File: config.mk
export PLATFORM = sky130hd
export DESIGN_NAME = sbs_top
export DESIGN_NICKNAME = d
export VERILOG_FILES = /design/src/sbs_pkg.sv /design/src/sbs_shifter.sv /design/src/sbs_top.sv
export SDC_FILE = /design/constraint.sdc
export NUM_CORES = 1
export LEC_CHECK = 0
export BUFFER_PORTS_ARGS = -buffer_cell sky130_fd_sc_hd__buf_2
export CORE_MARGIN = 4
export CORE_UTILIZATION = 55
export CTS_CLUSTER_DIAMETER = 50
export DETAILED_ROUTE_END_ITERATION = 6
export PLACE_DENSITY_LB_ADDON = 0.25
export SLEW_MARGIN = 5
export SYNTH_ARGS = -nofsm -noshare
export SYNTH_HDL_FRONTEND = slang
export SYNTH_SLANG_ARGS = --single-unit
File: constraint.sdc
create_clock -name sys_clk -period 2.38 [get_ports sys_clk]
set_input_delay 0.238 -clock sys_clk [delete_from_list [all_inputs] [get_ports sys_clk]]
set_output_delay 0.238 -clock sys_clk [all_outputs]
set_load 0.1 [all_outputs]
File: src/sbs_pkg.sv
// package for the byte-wide serial shifter with register front end
// assumes a 32-bit apb master and a 10 MHz system clock
package sbs_pkg;
    // register indexes; byte address is four times the index
    localparam logic [7:0] SBS_IDX_TX_HOLD   = 8'h29;
    localparam logic [7:0] SBS_IDX_RX_HOLD   = 8'h2A;
    localparam logic [7:0] SBS_IDX_CTRL      = 8'h2B;
    localparam logic [7:0] SBS_IDX_IRQ_STAT  = 8'h30;
    localparam logic [7:0] SBS_IDX_IRQ_EN    = 8'h31;
    localparam logic [7:0] SBS_IDX_IRQ_CLR   = 8'h32;
    localparam logic [7:0] SBS_IDX_CLK_DIV   = 8'h33;
    // control/status field positions
    localparam int SBS_B_LSB_FIRST = 7;
    localparam int SBS_B_OVERRUN   = 6;
    localparam int SBS_B_COMPLETE  = 5;
    localparam int SBS_B_TX_EMPTY  = 4;
    localparam int SBS_B_RX_FULL   = 3;
    localparam int SBS_B_PHASE     = 2;
    localparam int SBS_B_POLARITY  = 1;
    localparam int SBS_B_ENABLE    = 0;
    // interrupt status layout
    localparam int SBS_I_TX_EMPTY  = 0;
    localparam int SBS_I_COMPLETE  = 1;
    localparam int SBS_I_RX_FULL   = 2;
    localparam int SBS_I_OVERRUN   = 3;
    localparam int SBS_IRQ_W       = 4;
    // reset values and the last bit index
    localparam logic [7:0] SBS_HOLD_RST  = 8'h00;
    localparam logic [3:0] SBS_CFG_RST   = 4'h0;
    localparam logic [7:0] SBS_DIV_RST   = 8'h03;
    localparam logic [2:0] SBS_BITS_LAST = 3'h7;
    typedef enum logic [2:0] {
        SBS_IDLE  = 3'b001,
        SBS_FIRST = 3'b010,
        SBS_SECND = 3'b100
    } sbs_state_t;
endpackage

File: src/sbs_shifter.sv
// serial engine: one byte out and one byte in per transfer
// assumes sys_clk domain; miso already synchronised by the caller
`timescale 1ns/10ps
module sbs_shifter
    import sbs_pkg::*;
(
    // clock and reset
    input  wire logic       sys_clk,
    input  wire logic       sys_rst,
    // configuration
    input  wire logic       lsb_first,
    input  wire logic       phase,
    input  wire logic       polarity,
    input  wire logic       enable,
    input  wire logic [7:0] half_div,
    // byte handshake
    input  wire logic       start,
    input  wire logic [7:0] tx_byte,
    output logic            busy,
    output logic            done,
    output logic [7:0]      rx_byte,
    // serial side
    input  wire logic       miso_sync,
    output logic            sclk,
    output logic            mosi
);
    sbs_state_t state_reg, state_next;
    logic [7:0] shift_reg;
    logic [7:0] cnt_reg;
    logic [2:0] bits_reg;
    logic       lead_reg;
    logic       tick;
    logic       out_bit;
    logic       in_bit_lsb;

    assign tick = (cnt_reg == 8'h00);
    assign out_bit = lsb_first ? shift_reg[0] : shift_reg[7];
    assign busy = (state_reg != SBS_IDLE);

    // state walk: first half = leading edge, second half = trailing edge
    always_comb begin
        state_next = state_reg;
        case (state_reg)
            SBS_IDLE:  if (start && enable) state_next = SBS_FIRST;
            SBS_FIRST: if (tick) state_next = SBS_SECND;
            SBS_SECND: if (tick) state_next = (bits_reg == SBS_BITS_LAST) ? SBS_IDLE : SBS_FIRST;
            default:   state_next = SBS_IDLE;
        endcase
        if (!enable) state_next = SBS_IDLE;
    end

    assign in_bit_lsb = lsb_first;

    always_ff @(posedge sys_clk) begin
        if (sys_rst) begin
            state_reg <= SBS_IDLE;
            shift_reg <= SBS_HOLD_RST;
            cnt_reg   <= 8'h00;
            bits_reg  <= 3'h0;
            sclk      <= 1'b0;
            mosi      <= 1'b0;
            done      <= 1'b0;
            rx_byte   <= SBS_HOLD_RST;
            lead_reg  <= 1'b0;
        end else begin
            state_reg <= state_next;
            done      <= 1'b0;
            cnt_reg   <= (state_reg == SBS_IDLE || tick) ? half_div : cnt_reg - 8'h01;
            if (state_reg == SBS_IDLE) begin
                sclk     <= polarity;
                bits_reg <= 3'h0;
                if (start && enable) begin
                    shift_reg <= tx_byte;
                    // phase 0 presents the first bit before the leading edge
                    if (!phase) mosi <= lsb_first ? tx_byte[0] : tx_byte[7];
                end
            end else if (tick && state_reg == SBS_FIRST) begin
                sclk <= ~polarity;
                if (phase) mosi <= out_bit;
                else lead_reg <= miso_sync;
            end else if (tick && state_reg == SBS_SECND) begin
                sclk     <= polarity;
                bits_reg <= bits_reg + 3'h1;
                // sample point depends on phase; shift in at the far end
                if (in_bit_lsb)
                    shift_reg <= {phase ? miso_sync : lead_reg, shift_reg[7:1]};
                else
                    shift_reg <= {shift_reg[6:0], phase ? miso_sync : lead_reg};
                if (!phase)
                    mosi <= lsb_first ? shift_reg[1] : shift_reg[6];
                if (bits_reg == SBS_BITS_LAST) begin
                    done    <= 1'b1;
                    rx_byte <= in_bit_lsb ? {phase ? miso_sync : lead_reg, shift_reg[7:1]}
                                          : {shift_reg[6:0], phase ? miso_sync : lead_reg};
                end
            end
        end
    end

    property p_idle_level;
        @(posedge sys_clk) disable iff (sys_rst)
        (state_reg == SBS_IDLE) && $past(state_reg == SBS_IDLE) |-> sclk == $past(polarity);
    endproperty
    a_idle_level: assert property (p_idle_level) else $error("sclk not at idle level");

    property p_done_idle;
        @(posedge sys_clk) disable iff (sys_rst)
        done |-> state_reg == SBS_IDLE && sclk == polarity;
    endproperty
    a_done_idle: assert property (p_done_idle) else $error("done before clocks ended");

    property p_lead_edge;
        @(posedge sys_clk) disable iff (sys_rst)
        $rose(state_reg == SBS_SECND) |-> sclk == ~polarity;
    endproperty
    a_lead_edge: assert property (p_lead_edge) else $error("leading edge missing");
endmodule // sbs_shifter

File: src/sbs_top.sv
// apb register front end with control/status, holding registers and irq
// assumes apb master on sys_clk; miso pin is asynchronous
`timescale 1ns/10ps
module sbs_top
    import sbs_pkg::*;
(
    // clock and reset
    input  wire logic        sys_clk,
    input  wire logic        sys_rst,
    // apb slave
    input  wire logic        psel,
    input  wire logic        penable,
    input  wire logic        pwrite,
    input  wire logic [11:0] paddr,
    input  wire logic [31:0] pwdata,
    output logic             pready,
    output logic [31:0]      prdata,
    output logic             pslverr,
    // serial pins
    input  wire logic        miso,
    output logic             sclk,
    output logic             mosi,
    // interrupt
    output logic             irq
);
    logic [7:0]  tx_hold_reg;
    logic [7:0]  rx_hold_reg;
    logic        lsb_first_reg;
    logic        phase_reg;
    logic        polarity_reg;
    logic        enable_reg;
    logic        overrun_reg;
    logic        complete_reg;
    logic        tx_full_reg;
    logic        rx_full_reg;
    logic        tx_armed_reg;
    logic [7:0]  div_reg;
    logic [SBS_IRQ_W-1:0] irq_stat_reg;
    logic [SBS_IRQ_W-1:0] irq_en_reg;
    logic        miso_s1_reg;
    logic        miso_s2_reg;
    logic        sh_busy;
    logic        sh_done;
    logic [7:0]  sh_rx;
    logic        sh_sclk;
    logic        sh_mosi;
    logic        sh_start;
    logic        acc;
    logic        wr;
    logic        rd;
    logic [7:0]  ctrl_fwd;
    logic        hit_tx;
    logic        hit_rx;
    logic        hit_ctrl;
    logic        hit_ist;
    logic        hit_ien;
    logic        hit_icl;
    logic        hit_div;
    logic        mapped;
    logic        ctrl_rd;
    logic        tx_wr;
    logic        ctrl_wr;
    logic [7:0]  ctrl_view;
    logic [31:0] rd_mux;
    logic [SBS_IRQ_W-1:0] ev;

    function automatic logic is_idx(input logic [11:0] a, input logic [7:0] i);
        return (a[1:0] == 2'b00) && (a[11:2] == {2'b00, i});
    endfunction

    // apb decode; answers in the first access cycle
    assign acc      = psel && penable && pready;
    assign wr       = acc && pwrite;
    assign rd       = acc && !pwrite;
    assign hit_tx   = is_idx(paddr, SBS_IDX_TX_HOLD);
    assign hit_rx   = is_idx(paddr, SBS_IDX_RX_HOLD);
    assign hit_ctrl = is_idx(paddr, SBS_IDX_CTRL);
    assign hit_ist  = is_idx(paddr, SBS_IDX_IRQ_STAT);
    assign hit_ien  = is_idx(paddr, SBS_IDX_IRQ_EN);
    assign hit_icl  = is_idx(paddr, SBS_IDX_IRQ_CLR);
    assign hit_div  = is_idx(paddr, SBS_IDX_CLK_DIV);
    assign mapped   = hit_tx | hit_rx | hit_ctrl | hit_ist | hit_ien | hit_icl | hit_div;
    assign ctrl_rd  = rd && hit_ctrl;
    assign ctrl_wr  = wr && hit_ctrl;
    assign tx_wr    = wr && hit_tx;

    // transmit-empty forced high while disabled
    assign ctrl_view = {lsb_first_reg, overrun_reg, complete_reg,
                        !tx_full_reg || !enable_reg, rx_full_reg,
                        phase_reg, polarity_reg, enable_reg};

    // a byte ending in the setup cycle is shown now, so the read clear cannot lose it
    assign ctrl_fwd = ctrl_view | ({7'h00, sh_done && rx_full_reg} << SBS_B_OVERRUN)
                                | ({7'h00, sh_done} << SBS_B_COMPLETE)
                                | ({7'h00, sh_done} << SBS_B_RX_FULL);

    assign rd_mux = hit_rx   ? {24'h000000, sh_done ? sh_rx : rx_hold_reg} :
                    hit_ctrl ? {24'h000000, ctrl_fwd} :
                    hit_ist  ? {28'h0000000, irq_stat_reg} :
                    hit_ien  ? {28'h0000000, irq_en_reg} :
                    hit_div  ? {24'h000000, div_reg} : 32'h00000000;

    // start when a byte waits and the engine is free
    assign sh_start = enable_reg && tx_full_reg && !sh_busy;

    assign ev[SBS_I_TX_EMPTY] = sh_start && tx_armed_reg;
    assign ev[SBS_I_COMPLETE] = sh_done;
    assign ev[SBS_I_RX_FULL]  = sh_done;
    assign ev[SBS_I_OVERRUN]  = sh_done && rx_full_reg;

    // apb answer registers
    always_ff @(posedge sys_clk) begin
        if (sys_rst) begin
            pready  <= 1'b0;
            prdata  <= 32'h00000000;
            pslverr <= 1'b0;
        end else begin
            pready  <= psel && !penable;
            pslverr <= psel && !penable && !mapped;
            prdata  <= (psel && !penable && !pwrite) ? rd_mux : 32'h00000000;
        end
    end

    // configuration and holding registers
    always_ff @(posedge sys_clk) begin
        if (sys_rst) begin
            lsb_first_reg <= 1'b0;
            phase_reg     <= 1'b0;
            polarity_reg  <= 1'b0;
            enable_reg    <= 1'b0;
            tx_hold_reg   <= SBS_HOLD_RST;
            div_reg       <= SBS_DIV_RST;
            irq_en_reg    <= {SBS_IRQ_W{1'b0}};
        end else begin
            if (ctrl_wr) begin
                lsb_first_reg <= pwdata[SBS_B_LSB_FIRST];
                phase_reg     <= pwdata[SBS_B_PHASE];
                polarity_reg  <= pwdata[SBS_B_POLARITY];
                enable_reg    <= pwdata[SBS_B_ENABLE];
            end
            if (tx_wr) tx_hold_reg <= pwdata[7:0];
            if (wr && hit_div) div_reg <= pwdata[7:0];
            if (wr && hit_ien) irq_en_reg <= pwdata[SBS_IRQ_W-1:0];
        end
    end

    // status flags; hardware set wins over read clear
    always_ff @(posedge sys_clk) begin
        if (sys_rst) begin
            overrun_reg  <= 1'b0;
            complete_reg <= 1'b0;
            tx_full_reg  <= 1'b0;
            rx_full_reg  <= 1'b0;
            rx_hold_reg  <= SBS_HOLD_RST;
            tx_armed_reg <= 1'b0;
        end else begin
            if (sh_done) overrun_reg <= rx_full_reg || (overrun_reg && !ctrl_rd);
            else if (ctrl_rd) overrun_reg <= 1'b0;
            if (sh_done) complete_reg <= 1'b1;
            else if (ctrl_rd) complete_reg <= 1'b0;
            if (!enable_reg) tx_full_reg <= 1'b0;
            else if (tx_wr) tx_full_reg <= 1'b1;
            else if (sh_start) tx_full_reg <= 1'b0;
            if (sh_done) begin
                rx_hold_reg <= sh_rx;
                rx_full_reg <= 1'b1;
            end else if (rd && hit_rx) rx_full_reg <= 1'b0;
            if (!enable_reg) tx_armed_reg <= 1'b0;
            else if (sh_start) tx_armed_reg <= 1'b1;
        end
    end

    // interrupt status: set wins over clear
    always_ff @(posedge sys_clk) begin
        if (sys_rst) begin
            irq_stat_reg <= {SBS_IRQ_W{1'b0}};
            irq          <= 1'b0;
        end else begin
            irq_stat_reg <= ev | (irq_stat_reg & ~((wr && hit_icl) ? pwdata[SBS_IRQ_W-1:0]
                                                                     : {SBS_IRQ_W{1'b0}}));
            irq          <= |(irq_stat_reg & irq_en_reg);
        end
    end

    // miso pin synchroniser
    always_ff @(posedge sys_clk) begin
        if (sys_rst) begin
            miso_s1_reg <= 1'b0;
            miso_s2_reg <= 1'b0;
        end else begin
            miso_s1_reg <= miso;
            miso_s2_reg <= miso_s1_reg;
        end
    end

    always_ff @(posedge sys_clk) begin
        if (sys_rst) begin
            sclk <= 1'b0;
            mosi <= 1'b0;
        end else begin
            sclk <= sh_sclk;
            mosi <= sh_mosi;
        end
    end

    sbs_shifter u_shift (
        .sys_clk   (sys_clk),
        .sys_rst   (sys_rst),
        .lsb_first (lsb_first_reg),
        .phase     (phase_reg),
        .polarity  (polarity_reg),
        .enable    (enable_reg),
        .half_div  (div_reg),
        .start     (sh_start),
        .tx_byte   (tx_hold_reg),
        .busy      (sh_busy),
        .done      (sh_done),
        .rx_byte   (sh_rx),
        .miso_sync (miso_s2_reg),
        .sclk      (sh_sclk),
        .mosi      (sh_mosi)
    );

    property p_ovr_set;
        @(posedge sys_clk) disable iff (sys_rst)
        sh_done && rx_full_reg |=> overrun_reg;
    endproperty
    a_ovr_set: assert property (p_ovr_set) else $error("overrun not set");

    property p_cpl_clr;
        @(posedge sys_clk) disable iff (sys_rst)
        ctrl_rd && !sh_done |=> !complete_reg && !overrun_reg;
    endproperty
    a_cpl_clr: assert property (p_cpl_clr) else $error("flags not cleared by read");

    property p_cpl_set;
        @(posedge sys_clk) disable iff (sys_rst)
        sh_done |=> complete_reg && rx_full_reg && rx_hold_reg == $past(sh_rx);
    endproperty
    a_cpl_set: assert property (p_cpl_set) else $error("byte end not recorded");

    property p_rxf_clr;
        @(posedge sys_clk) disable iff (sys_rst)
        rd && hit_rx && !sh_done |=> !rx_full_reg;
    endproperty
    a_rxf_clr: assert property (p_rxf_clr) else $error("rx full not cleared");

    property p_txe_dis;
        @(posedge sys_clk) disable iff (sys_rst)
        pready && !pwrite && hit_ctrl && !enable_reg |-> prdata[SBS_B_TX_EMPTY];
    endproperty
    a_txe_dis: assert property (p_txe_dis) else $error("tx empty low while disabled");

    property p_txe_wr;
        @(posedge sys_clk) disable iff (sys_rst)
        tx_wr && enable_reg && sh_busy |=> !ctrl_view[SBS_B_TX_EMPTY];
    endproperty
    a_txe_wr: assert property (p_txe_wr) else $error("tx empty kept after write");

    property p_first_irq;
        @(posedge sys_clk) disable iff (sys_rst)
        $rose(enable_reg) |-> !irq_stat_reg[SBS_I_TX_EMPTY] || $past(irq_stat_reg[SBS_I_TX_EMPTY]);
    endproperty
    a_first_irq: assert property (p_first_irq) else $error("tx empty irq on enable");

    property p_irq_lvl;
        @(posedge sys_clk) disable iff (sys_rst)
        |(irq_stat_reg & irq_en_reg) |=> irq;
    endproperty
    a_irq_lvl: assert property (p_irq_lvl) else $error("irq not raised");

    property p_ctrl_show;
        @(posedge sys_clk) disable iff (sys_rst)
        pready && !pwrite && hit_ctrl && $past(sh_done) |-> prdata[SBS_B_COMPLETE];
    endproperty
    a_ctrl_show: assert property (p_ctrl_show) else $error("byte end hidden from read");

    property p_ctrl_set;
        @(posedge sys_clk) disable iff (sys_rst)
        ctrl_rd && sh_done |=> complete_reg;
    endproperty
    a_ctrl_set: assert property (p_ctrl_set) else $error("byte end lost in read");

    property p_rx_show;
        @(posedge sys_clk) disable iff (sys_rst)
        pready && !pwrite && hit_rx && $past(sh_done) |-> prdata[7:0] == rx_hold_reg;
    endproperty
    a_rx_show: assert property (p_rx_show) else $error("new byte not shown");

    property p_apb_ans;
        @(posedge sys_clk) disable iff (sys_rst)
        psel && !penable |=> pready;
    endproperty
    a_apb_ans: assert property (p_apb_ans) else $error("no answer in access cycle");

    property p_rd_wo;
        @(posedge sys_clk) disable iff (sys_rst)
        pready && !pwrite && hit_tx |-> prdata == 32'h00000000;
    endproperty
    a_rd_wo: assert property (p_rd_wo) else $error("tx holding readable");

    property p_txe_en;
        @(posedge sys_clk) disable iff (sys_rst)
        $rose(enable_reg) |-> ctrl_view[SBS_B_TX_EMPTY];
    endproperty
    a_txe_en: assert property (p_txe_en) else $error("tx empty low on enable");

    property p_tx_flush;
        @(posedge sys_clk) disable iff (sys_rst)
        !enable_reg |=> !tx_full_reg;
    endproperty
    a_tx_flush: assert property (p_tx_flush) else $error("byte kept while disabled");

    property p_dis_abort;
        @(posedge sys_clk) disable iff (sys_rst)
        !enable_reg |=> !sh_busy;
    endproperty
    a_dis_abort: assert property (p_dis_abort) else $error("engine runs while disabled");

    property p_ovr_keep;
        @(posedge sys_clk) disable iff (sys_rst)
        overrun_reg && !ctrl_rd |=> overrun_reg;
    endproperty
    a_ovr_keep: assert property (p_ovr_keep) else $error("overrun dropped");

    property p_cpl_keep;
        @(posedge sys_clk) disable iff (sys_rst)
        complete_reg && !ctrl_rd |=> complete_reg;
    endproperty
    a_cpl_keep: assert property (p_cpl_keep) else $error("complete dropped");

    property p_rxf_keep;
        @(posedge sys_clk) disable iff (sys_rst)
        rx_full_reg && !(rd && hit_rx) |=> rx_full_reg;
    endproperty
    a_rxf_keep: assert property (p_rxf_keep) else $error("rx full dropped");

    property p_tx_land;
        @(posedge sys_clk) disable iff (sys_rst)
        tx_wr |=> tx_hold_reg == $past(pwdata[7:0]);
    endproperty
    a_tx_land: assert property (p_tx_land) else $error("tx byte not stored");

    property p_irq_off;
        @(posedge sys_clk) disable iff (sys_rst)
        !(|(irq_stat_reg & irq_en_reg)) |=> !irq;
    endproperty
    a_irq_off: assert property (p_irq_off) else $error("irq without enabled source");
endmodule // sbs_top

# --- Yosys cells after proc, flatten, opt, wreduce, memory -nomap -nowiden ---
# Index checks and enable logic that the tools add are counted.
word_totals:
  out_inout_bits: 37
  ff_bits: 114
classes:
  n_reduce_logical: 58
  n_addsub: 2
  mux: 40
  n_bitwise: 20
  n_eq_ne: 19
ops:
  columns: ["op", "count"]
  rows:
  - ["$mux 8", 12]
  - ["$eq 10x6->1 const B", 7]
  - ["$logic_and 1x1->1", 29]
  - ["$mux 1", 22]
  - ["$mux 3", 3]
  - ["$pmux 3 s3", 1]
  - ["$reduce_and 3->1", 3]
  - ["$and 4x4->4", 2]
  - ["$logic_not 8->1", 1]
  - ["$ne 2x1->1 const B", 4]
  - ["$or 8x4->8", 1]
  - ["$or 8x6->8", 1]
  - ["$or 8x7->8", 1]
  - ["$reduce_bool 2->1", 4]
  - ["$reduce_or 4->1", 2]
  - ["$sub 8x1->8 const B", 1]
  - ["$logic_not 1->1", 7]
  - ["$not 1->1", 7]
  - ["$eq 3x3->1 const B", 2]
  - ["$or 1x1->1", 6]
  - ["$reduce_or 2->1", 3]
  - ["$reduce_or 6->1", 1]
  - ["$reduce_and 5->1", 1]
  - ["$mux 4", 1]
  - ["14 further kinds", 17]

# --- Longest topological paths before layout ---
# Gate-level depths: netlist (run 1).
logic_depth:
  word_depth: 10
  mapped_depth: 8

# --- Cells and area by module ---
# From an unflattened synthesis (run 1), not the netlist that was laid out.
hier_totals:
  hier_cells: 505
  area_unflattened_um2: 4424.2
modules_own_cells:
  columns: ["mod", "n_inst", "seq_area_each_um2", "cells_each", "area_each_um2"]
  rows:
  - ["sbs_top", 1, 1121.1, 298, 2653.8]
  - ["sbs_shifter", 1, 680.7, 207, 1770.4]

# --- Least setup slack after synthesis (run 1) ---
# Ideal clock, no wire load.
synth_path:
  kind: "register -> register"
  startpoint: "reg pready"
  endpoint: "reg tx_hold_reg[1]"
  required_time_ps: 2252
  stages_incl_launch_ff: 6
  setup_ps: 128
  path_buffers: 0
  period_less_slack_ps: 2314
  path_slack_ps: 66
  arrival_time_ps: 2187
  cell_sequence: "dfxtp_1 > nand4_1 > nor3b_2 > nand2_2 > mux2i_1 > nor2_1"
synth_between:
  elab_chain_cells: 3
synth_lines:
  columns: ["element", "line", "rtl"]
  rows:
  - ["start, declared", "sbs_top.sv:16", "output logic pready,"]
  - ["start signal, assigned", "sbs_top.sv:118", "pready <= psel && !penable;"]
  - ["$logic_and 1x1->1", "sbs_top.sv:72", "assign acc = psel && penable && pready;"]
  - ["$logic_and 1x1->1", "sbs_top.sv:73", "assign wr = acc && pwrite;"]
  - ["$logic_and 1x1->1", "sbs_top.sv:85", "assign tx_wr = wr && hit_tx;"]
  - ["end signal, assigned", "sbs_top.sv:141", "if (tx_wr) tx_hold_reg <= pwdata[7:0];"]
  - ["end, declared", "sbs_top.sv:26", "logic [7:0] tx_hold_reg;"]
# No other way between the ends.
# A chain may end at the register's enable or synchronous reset.

# --- Worst setup path after layout (run 1) ---
layout_path:
  startpoint: "reg u_shift.state_reg[0]"
  endpoint: "reg u_shift.shift_reg[2]"
layout_between:
  elab_chain_cells: 6
layout_lines:
  columns: ["element", "line", "rtl"]
  rows:
  - ["start, declared", "sbs_shifter.sv:27", "sbs_state_t state_reg, state_next;"]
  - ["start signal, assigned", "sbs_shifter.sv:66", "state_reg <= state_next;"]
  - ["$ne 3x1->1", "sbs_shifter.sv:38", "assign busy = (state_reg != SBS_IDLE);"]
  - ["$logic_not 1->1", "sbs_top.sv:104", "assign sh_start = enable_reg && tx_full_reg && !sh_busy;"]
  - ["$logic_and 1x1->1", "sbs_top.sv:104", null]
  - ["$logic_and 1x1->1", "sbs_shifter.sv:72", "if (start && enable) begin"]
  - ["$ne 2x2->1 (no line)", null, null]
  - ["$reduce_and 3->1 (no line)", null, null]
  - ["end signal, assigned", "sbs_shifter.sv:73", "shift_reg <= tx_byte;"]
  - ["end signal, assigned", "sbs_shifter.sv:86", "shift_reg <= {phase ? miso_sync : lead_reg, shift_reg[7:1]};"]
  - ["end signal, assigned", "sbs_shifter.sv:88", "shift_reg <= {shift_reg[6:0], phase ? miso_sync : lead_reg};"]
  - ["end, declared", "sbs_shifter.sv:28", "logic [7:0] shift_reg;"]
# Parallel ways exist; a longest one is shown, timed or not.

==> summary.txt, run 1 <==
Status
  • Outcome: completed

Job
  • Max Cap Violations: 0

Timing
  • Final Hold Vio Count: 0
  • Max Slew Vio Count: 0
  • Max-Slew Margin vs Limit: 0.5064
  • Final min period: 2.176 ns
  • Tightest Pin Transition: 0.7393 ns
  • Setup tns final: 0 ns
  • Final setup fails: 0
  • Unrepaired setup endpoints after global routing: false
  • Fmax: 459.6 MHz
  • PnR worst setup slack: 0.2041 ns
  • Clock Skew: 0.007598 ns
  • Period utilization: 0.9142

Layout
  • Final net count: 562
  • # diodes: 0
  • Fraction of layout cells with a size suffix above 1: 0.1579
  • Post-route non-filler standard cell count: 612
  • Synthesis-to-finish area growth: 7.922%
  • Fill count: 646
  • Design Area, Final: 4517 um2

Clocking
  • CTS HTree Levels: 3
  • Sink Count: 90
  • CTS tree: built
  • Total CTS buffers: 9
  • CTS Root Cell: clkbuf_8
  • Clock latency on the worst-skew pair: 0.36 ns
  • Clock Path Buffers: 2
  • Reg clk slew, reported paths: 0.09 ns
  • CTS Hold Buffers Added: 0

Global route
  • Global-route wire length before repair: 14.79 mm
  • Vias in the first global route: 3,057
  • All-layer global routing usage: 0.2114
  • Largest net degree at the start of global routing: 60
  • Global route overflow: 0
  • Initial antenna violation count: 0

Floorplanning
  • Total die area: 9069 um2
  • Core Footprint: 7331 um2
  • Ports: 87
  • Initial Utilization: 0.5709
  • DIE HEIGHT: 95.23 um
  • Number of core rows: 31
  • Die width: 95.23 um

Logic synthesis
  • Mean Syn Cell Area: 8.665 um2
  • Cell variety after synth: 58
  • Synth Instances: 483
  • EDFF count, synth: 0
  • Top_reg_cell synth: dfxtp_1
  • Ys async rst share: 0
  • Mapped cell area: 4185 um2
  • Synth warn: 0
  • Register area share after synthesis: 0.4305
  • Synth Register Bits: 90

Placed design
  • Hpwl dp: 6.570 mm
  • Dpl cells: 596
  • Placed cell area: 4323 um2
  • Pre-CTS setup slack: 0.1546 ns
  • GPL Wtd Cong: 0.8663
  • Port buffer count: 38

Detailed routing
  • Residual DRC count: 0
  • Routed WL per cell: 14.94 um
  • Vias/cell: 5.603
  • Detailed Routing Iterations Pass 1: 5
  • Vias: 3,429
  • Post-route ant nets: 0
  • Detailed router's first-iteration violation count: 307
  • Drt total wl: 9.141 mm

Pwr
  • Peak VDD IR: 354.4 uV
  • Pwr Density: 616.5 nW/um2
  • Cell leakage power: 1.691 nW

Worst setup path
  • Reg-to-reg endpoint: u_shift.shift_reg[2]
  • CP Class: flip-flop to flip-flop
  • Req. time, crit path: 2.66 ns
  • Critical Path Sink Type: flip-flop
  • Worst reg2reg startpoint: u_shift.state_reg[0]
  • Worst Reg-to-Reg Cells: 5
  • Worst reg2reg setup slack: 0.20 ns
  • Critical Path Fanout Max: 11
  • Critical path arrival: 2.46 ns
  • Crit start category: flip-flop

Min path
  • Hold wc startpoint: miso
  • Worst hold stages: 2
  • Hold Path Class: input pin to flip-flop
  • Hold EP: miso_s1_reg
## cells in the mapped netlist (6+ instances only)
| cell | n | share of area |
|---|---|---|
| nor3_1 | 10 | 0.012 |
| a21oi_1 | 46 | 0.055 |
| nor2_1 | 70 | 0.063 |
| clkbuf_1 | 21 | 0.019 |
| nand3_1 | 18 | 0.022 |
| o21ai_0 | 7 | 0.0084 |
| nor2b_1 | 7 | 0.010 |
| dfxtp_1 | 90 | 0.43 |
| buf_4 | 24 | 0.043 |
| a211oi_1 | 12 | 0.022 |
| nand2_1 | 49 | 0.044 |
| mux2i_1 | 33 | 0.079 |
| o211ai_1 | 6 | 0.011 |
## through the flow
step / hold WS [ns] / power [mW] / util
after floorplan: 0.3599 / 1.811 / -
after global placement: 0.4173 / 1.818 / 0.5897
after detailed placement: 0.4316 / 1.820 / 0.5897
after CTS: 0.09281 / 2.800 / 0.6158
after global routing: 0.09368 / 2.870 / 0.6161
final: 0.1008 / 2.784 / 0.6161
## logic make-up after synthesis
| family | after synthesis | synth area share |
|---|---|---|
| adder cells (fa/ha/maj) | 4 | 0.01196 |
| buffers and inverters | 59 | 0.07982 |
| other | 1 | 0.0008960 |
| AO/OA/AOI/OAI | 100 | 0.1537 |
| flip-flops | 90 | 0.4305 |
| AND/OR/NAND/NOR | 188 | 0.2263 |
| multiplexers | 35 | 0.08431 |
| XOR/XNOR | 6 | 0.01256 |
## layout make-up
| type | count | area, um2 | share of cell area |
|---|---|---|---|
| multi-input combinational | 357 | 2138 | 0.4734 |
| sequential | 90 | 1802 | 0.3989 |
| timing repair buffer | 45 | 242.7 | 0.05374 |
| clock buffer | 13 | 168.9 | 0.03740 |
| tap | 99 | 123.9 | 0.02742 |
| clock inverter | 3 | 22.52 | 0.004986 |
| inverter | 5 | 18.77 | 0.004155 |
## per-layer routing
layer | global-route usage | share of wire
met1 | 0.2938 | 0.46
met2 | 0.3184 | 0.45
met3 | 0.05209 | 0.068
met4 | 0.07572 | 0.018
met5 | 0 | 0
## worst max-delay path: stages, from the launching register on
cell      delay, ns
dfxtp_1        0.52
nor3b_2        0.59
nand3_2        0.28
nand2_1        0.36
o211ai_1       0.16
a21oi_1        0.18
## report_power, final
group	switching [mW]	internal [mW]	leakage (nW)	total (mW)
Combinational	0.240	0.0354	0.865	0.276
Clock	0.530	0.468	0.0996	0.998
Sequential	0.00217	1.51	0.726	1.51
Total	0.772	2.01	1.69	2.78
## worst max-delay path by stage
stage / start / to / slack [ns]
CTS: u_shift.cnt_reg[0] / u_shift.cnt_reg[1] / 0.13
floorplan: pready / tx_hold_reg[1] / 0.07
finish: u_shift.state_reg[0] / u_shift.shift_reg[2] / 0.20
global placement: u_shift.cnt_reg[0] / u_shift.cnt_reg[3] / 0.27
global route: u_shift.cnt_reg[0] / u_shift.mosi / 0.03
detailed placement: u_shift.cnt_reg[0] / u_shift.cnt_reg[3] / 0.15
## repair_timing
action / in CTS / in global routing
buffers inserted: 0 / 0
hold endpoints to repair: 0 / 0
gates resized for setup: 0 / 1
endpoints found under the setup margin: 0 / 7
## placed cells by master, fill, tap and decap left out, drive strengths merged, types with 2 or more instances in the layout
cell,synthesis,routed
dfxtp,90,90
nor2,70,70
nand2,50,50
a21oi,46,46
buf,32,45
mux2i,33,33
conb,1,24
nand3,19,19
a211oi,14,14
clkbuf,22,13
nor3,12,12
nor2b,7,7
o21ai,7,7
o211ai,6,6
inv,5,5
a22oi,5,5
nor3b,5,5
nor4,5,5
ha,4,4
or3b,4,4
and2,4,4
nand3b,3,3
xnor2,3,3
o21bai,3,3
a2bb2oi,3,3
xor2,3,3
clkinv,0,3
nand4,2,2
nand2b,2,2
o31ai,2,2
a21o,2,2
o32ai,2,2
mux2,2,2
a41oi,2,2
a22o,2,2
a311oi,2,2
(Power assumes the default switching activity.)
==> run 2: changes to the inputs <==
--- a/config.mk
+++ b/config.mk
@@ -7,7 +7,7 @@
 export LEC_CHECK = 0
 export BUFFER_PORTS_ARGS = -buffer_cell sky130_fd_sc_hd__buf_2
 export CORE_MARGIN = 4
-export CORE_UTILIZATION = 55
+export CORE_UTILIZATION = 40
 export CTS_CLUSTER_DIAMETER = 50
 export DETAILED_ROUTE_END_ITERATION = 6
 export PLACE_DENSITY_LB_ADDON = 0.25
==> run 2 against run 1 <==
  * Sequential power is essentially flat
  * Final area grew 2.1%
  * Register-to-register slack gained 0.09 ns
  * Final cell count grew 6.5%
  * Non-clock buffer count grew 3
  * First-iteration DRC count decreased by 40%
  * Routed wire length rose by 2.0%
  * Global-route usage down 4.9 points
  * Total power is 4.6% higher
  * Die area rose by 34%
  * Critical path type unchanged
  * Highest routed layer unchanged
==> summary.txt, run 2 (synthesis results as in run 1) <==
Timing
  • Final setup fails: 0 (unchanged)
  • Fmax: 479.1 MHz (+4.3%)
  • Period utilization: 0.8769 (-0.03729)
  • Tightest Pin Transition: 0.6299 ns (-0.1094 ns)
  • Setup tns final: 0 ns (unchanged)
  • Max Slew Vio Count: 0 (unchanged)
  • Max-Slew Margin vs Limit: 0.5795 (+0.07305)
  • Final min period: 2.087 ns (-0.08875 ns)
  • Final Hold Vio Count: 0 (unchanged)
  • Clock Skew: 0.007132 ns (-0.0004665 ns)
  • Unrepaired setup endpoints after global routing: false
  • PnR worst setup slack: 0.2929 ns (+0.08875 ns)

Placed design
  • Port buffer count: 38 (unchanged)
  • Hpwl dp: 6.889 mm (+4.9%)
  • Pre-CTS setup slack: 0.2101 ns (+0.05544 ns)
  • GPL Wtd Cong: 0.8112 (-6.4%)
  • Placed cell area: 4392 um2 (+1.6%)
  • Dpl cells: 636 (+6.7%)

Clocking
  • CTS tree: built
  • Total CTS buffers: 9 (unchanged)
  • Reg clk slew, reported paths: 0.08 ns (about the same)
  • CTS HTree Levels: 3 (unchanged)
  • CTS Root Cell: clkbuf_8
  • Sink Count: 90 (unchanged)
  • Clock Path Buffers: 2 (unchanged)
  • Clock latency on the worst-skew pair: 0.37 ns (about the same)

Layout
  • Most frequent cells in the layout: 90 x dfxtp_1, 69 x nor2_1, 49 x nand2_1
  • Final net count: 565 (+0.53%)
  • Fraction of layout cells with a size suffix above 1: 0.1647 (+0.006834)
  • Final Util: 0.4486 (-0.1675)
  • Most common cell after layout, fill and taps aside: dfxtp_1
  • Post-route non-filler standard cell count: 652 (+6.5%)
  • Synthesis-to-finish area growth: 10.16%
  • Design Area, Final: 4611 um2 (+2.1%)
  • # diodes: 0 (unchanged)

Worst setup path
  • Worst reg2reg setup slack: 0.29 ns (+0.09 ns)
  • Worst reg2reg startpoint: u_shift.cnt_reg[0]
  • Cells along the critical path: inv_1 -> ha_1 -> nor3b_1 -> nand4b_1 -> a211oi_1 -> a21oi_1 -> a211oi_1
  • Critical Path Fanout Max: 5 (-6)
  • CP Class: flip-flop to flip-flop
  • Req. time, crit path: 2.66 ns (about the same)
  • Critical Path Sink Type: flip-flop
  • Crit start category: flip-flop
  • Critical path arrival: 2.37 ns (-0.09 ns)
  • Critical Path Max Stage Delay: 0.50 ns (-0.09 ns)
  • Critical path's slowest cell: nor3b_1
  • Buffers and inverters on the worst path: 1 (+1)
  • Delay-heaviest family, CP: simple AND/OR/NAND/NOR gates
  • Worst Reg-to-Reg Cells: 7 (+2)
  • Most used cell along the critical path: a211oi_1
  • Reg-to-reg endpoint: u_shift.mosi

Floorplanning
  • Number of core rows: 37 (+19%)
  • Initial Utilization: 0.4072 (-0.1637)
  • Die width: 110.3 um (+16%)
  • DIE HEIGHT: 110.3 um (+16%)
  • Core Footprint: 10,280 um2 (+40%)
  • Ports: 87 (unchanged)
  • Total die area: 12,160 um2 (+34%)

Pwr
  • Pwr Density: 631.5 nW/um2 (+2.4%)
  • Cell leakage power: 1.719 nW (+1.7%)
  • Peak VDD IR: 343.6 uV (-3.0%)

Min path
  • Worst hold stages: 2 (unchanged)
  • Hold EP: miso_s1_reg
  • Hold wc startpoint: miso
  • Hold Path Class: input pin to flip-flop

Global route
  • Global-route wire length before repair: 15.31 mm (+3.5%)
  • Initial antenna violation count: 0 (unchanged)
  • All-layer global routing usage: 0.1626 (-0.04874)
  • Vias in the first global route: 3,118 (+2.0%)
  • Global route overflow: 0 (unchanged)
  • Largest net degree at the start of global routing: 57 (-5.0%)

Detailed routing
  • Post-route ant nets: 0 (unchanged)
  • Residual DRC count: 0 (unchanged)
  • Drt total wl: 9.326 mm (+2.0%)
  • Detailed router's first-iteration violation count: 185 (-40%)
  • Vias/cell: 5.060 (-9.7%)
  • Routed WL per cell: 14.30 um (-4.2%)
  • Vias: 3,299 (-3.8%)
  • Detailed Routing Iterations Pass 1: 5 (unchanged)

Status
  • Outcome: completed

Job
  • Max Cap Violations: 0 (unchanged)
==> run 2: final cells by class <==
class,count,area (um2)
fill,1020,5667
multi-input combinational,357,2138
sequential,90,1802
timing repair buffer,48,265.3
tap,136,170.2
clock buffer,9,123.9
clock inverter,7,92.59
inverter,5,18.77
==> run 2: report_power, final <==
part | switching, mW | internal [mW]
clock network | 0.535 | 0.591
registers | 0.00210 | 1.51
logic | 0.240 | 0.0353
total | 0.777 | 2.13
==> run 2: worst max-delay path by stage <==
stage	start	end	slack (ns)	depth (start not counted)
final	u_shift.cnt_reg[0]	u_shift.mosi	0.29	7
after global routing	u_shift.cnt_reg[0]	u_shift.mosi	0.02	7
after CTS	u_shift.cnt_reg[0]	u_shift.cnt_reg[2]	0.17	7
after detailed placement	u_shift.cnt_reg[0]	u_shift.cnt_reg[3]	0.21	7
after global placement	u_shift.cnt_reg[0]	u_shift.cnt_reg[3]	0.25	7
after floorplan	pready	tx_hold_reg[1]	0.07	5
==> run 2: per-stage QoR <==
step / hold WS [ns] / power (mW)
after floorplan: 0.3599 / 1.811
after global placement: 0.4248 / 1.820
after detailed placement: 0.4337 / 1.821
after CTS: 0.07039 / 2.951
after global routing: 0.06665 / 3.018
final: 0.08698 / 2.912
==> run 2: timing repair <==
item	in CTS	in global routing
endpoints found under the setup margin	0	3
resized for setup	0	1
hold endpoints to repair	0	0
hold buffers	0	0
setup buffers	0	0
==> run 2: worst register-to-register path, delay by kind of cell, from the launching register on <==
| family | cells | cell delay, ns |
|---|---|---|
| adder cells (fa/ha/maj) | 1 | 0.15 |
| AO/OA/AOI/OAI | 3 | 0.57 |
| AND/OR/NAND/NOR | 2 | 0.87 |
| flip-flops | 1 | 0.33 |
| buffers and inverters | 1 | 0.10 |
==> run 2: per-layer routing <==
metal	up-vias	wire length, um	GRT usage
met5	-	0	0
met4	0	129	0.05541
met3	12	491	0.03553
met2	66	4182	0.2595
met1	1531	4523	0.2180
li1	1690	-	-
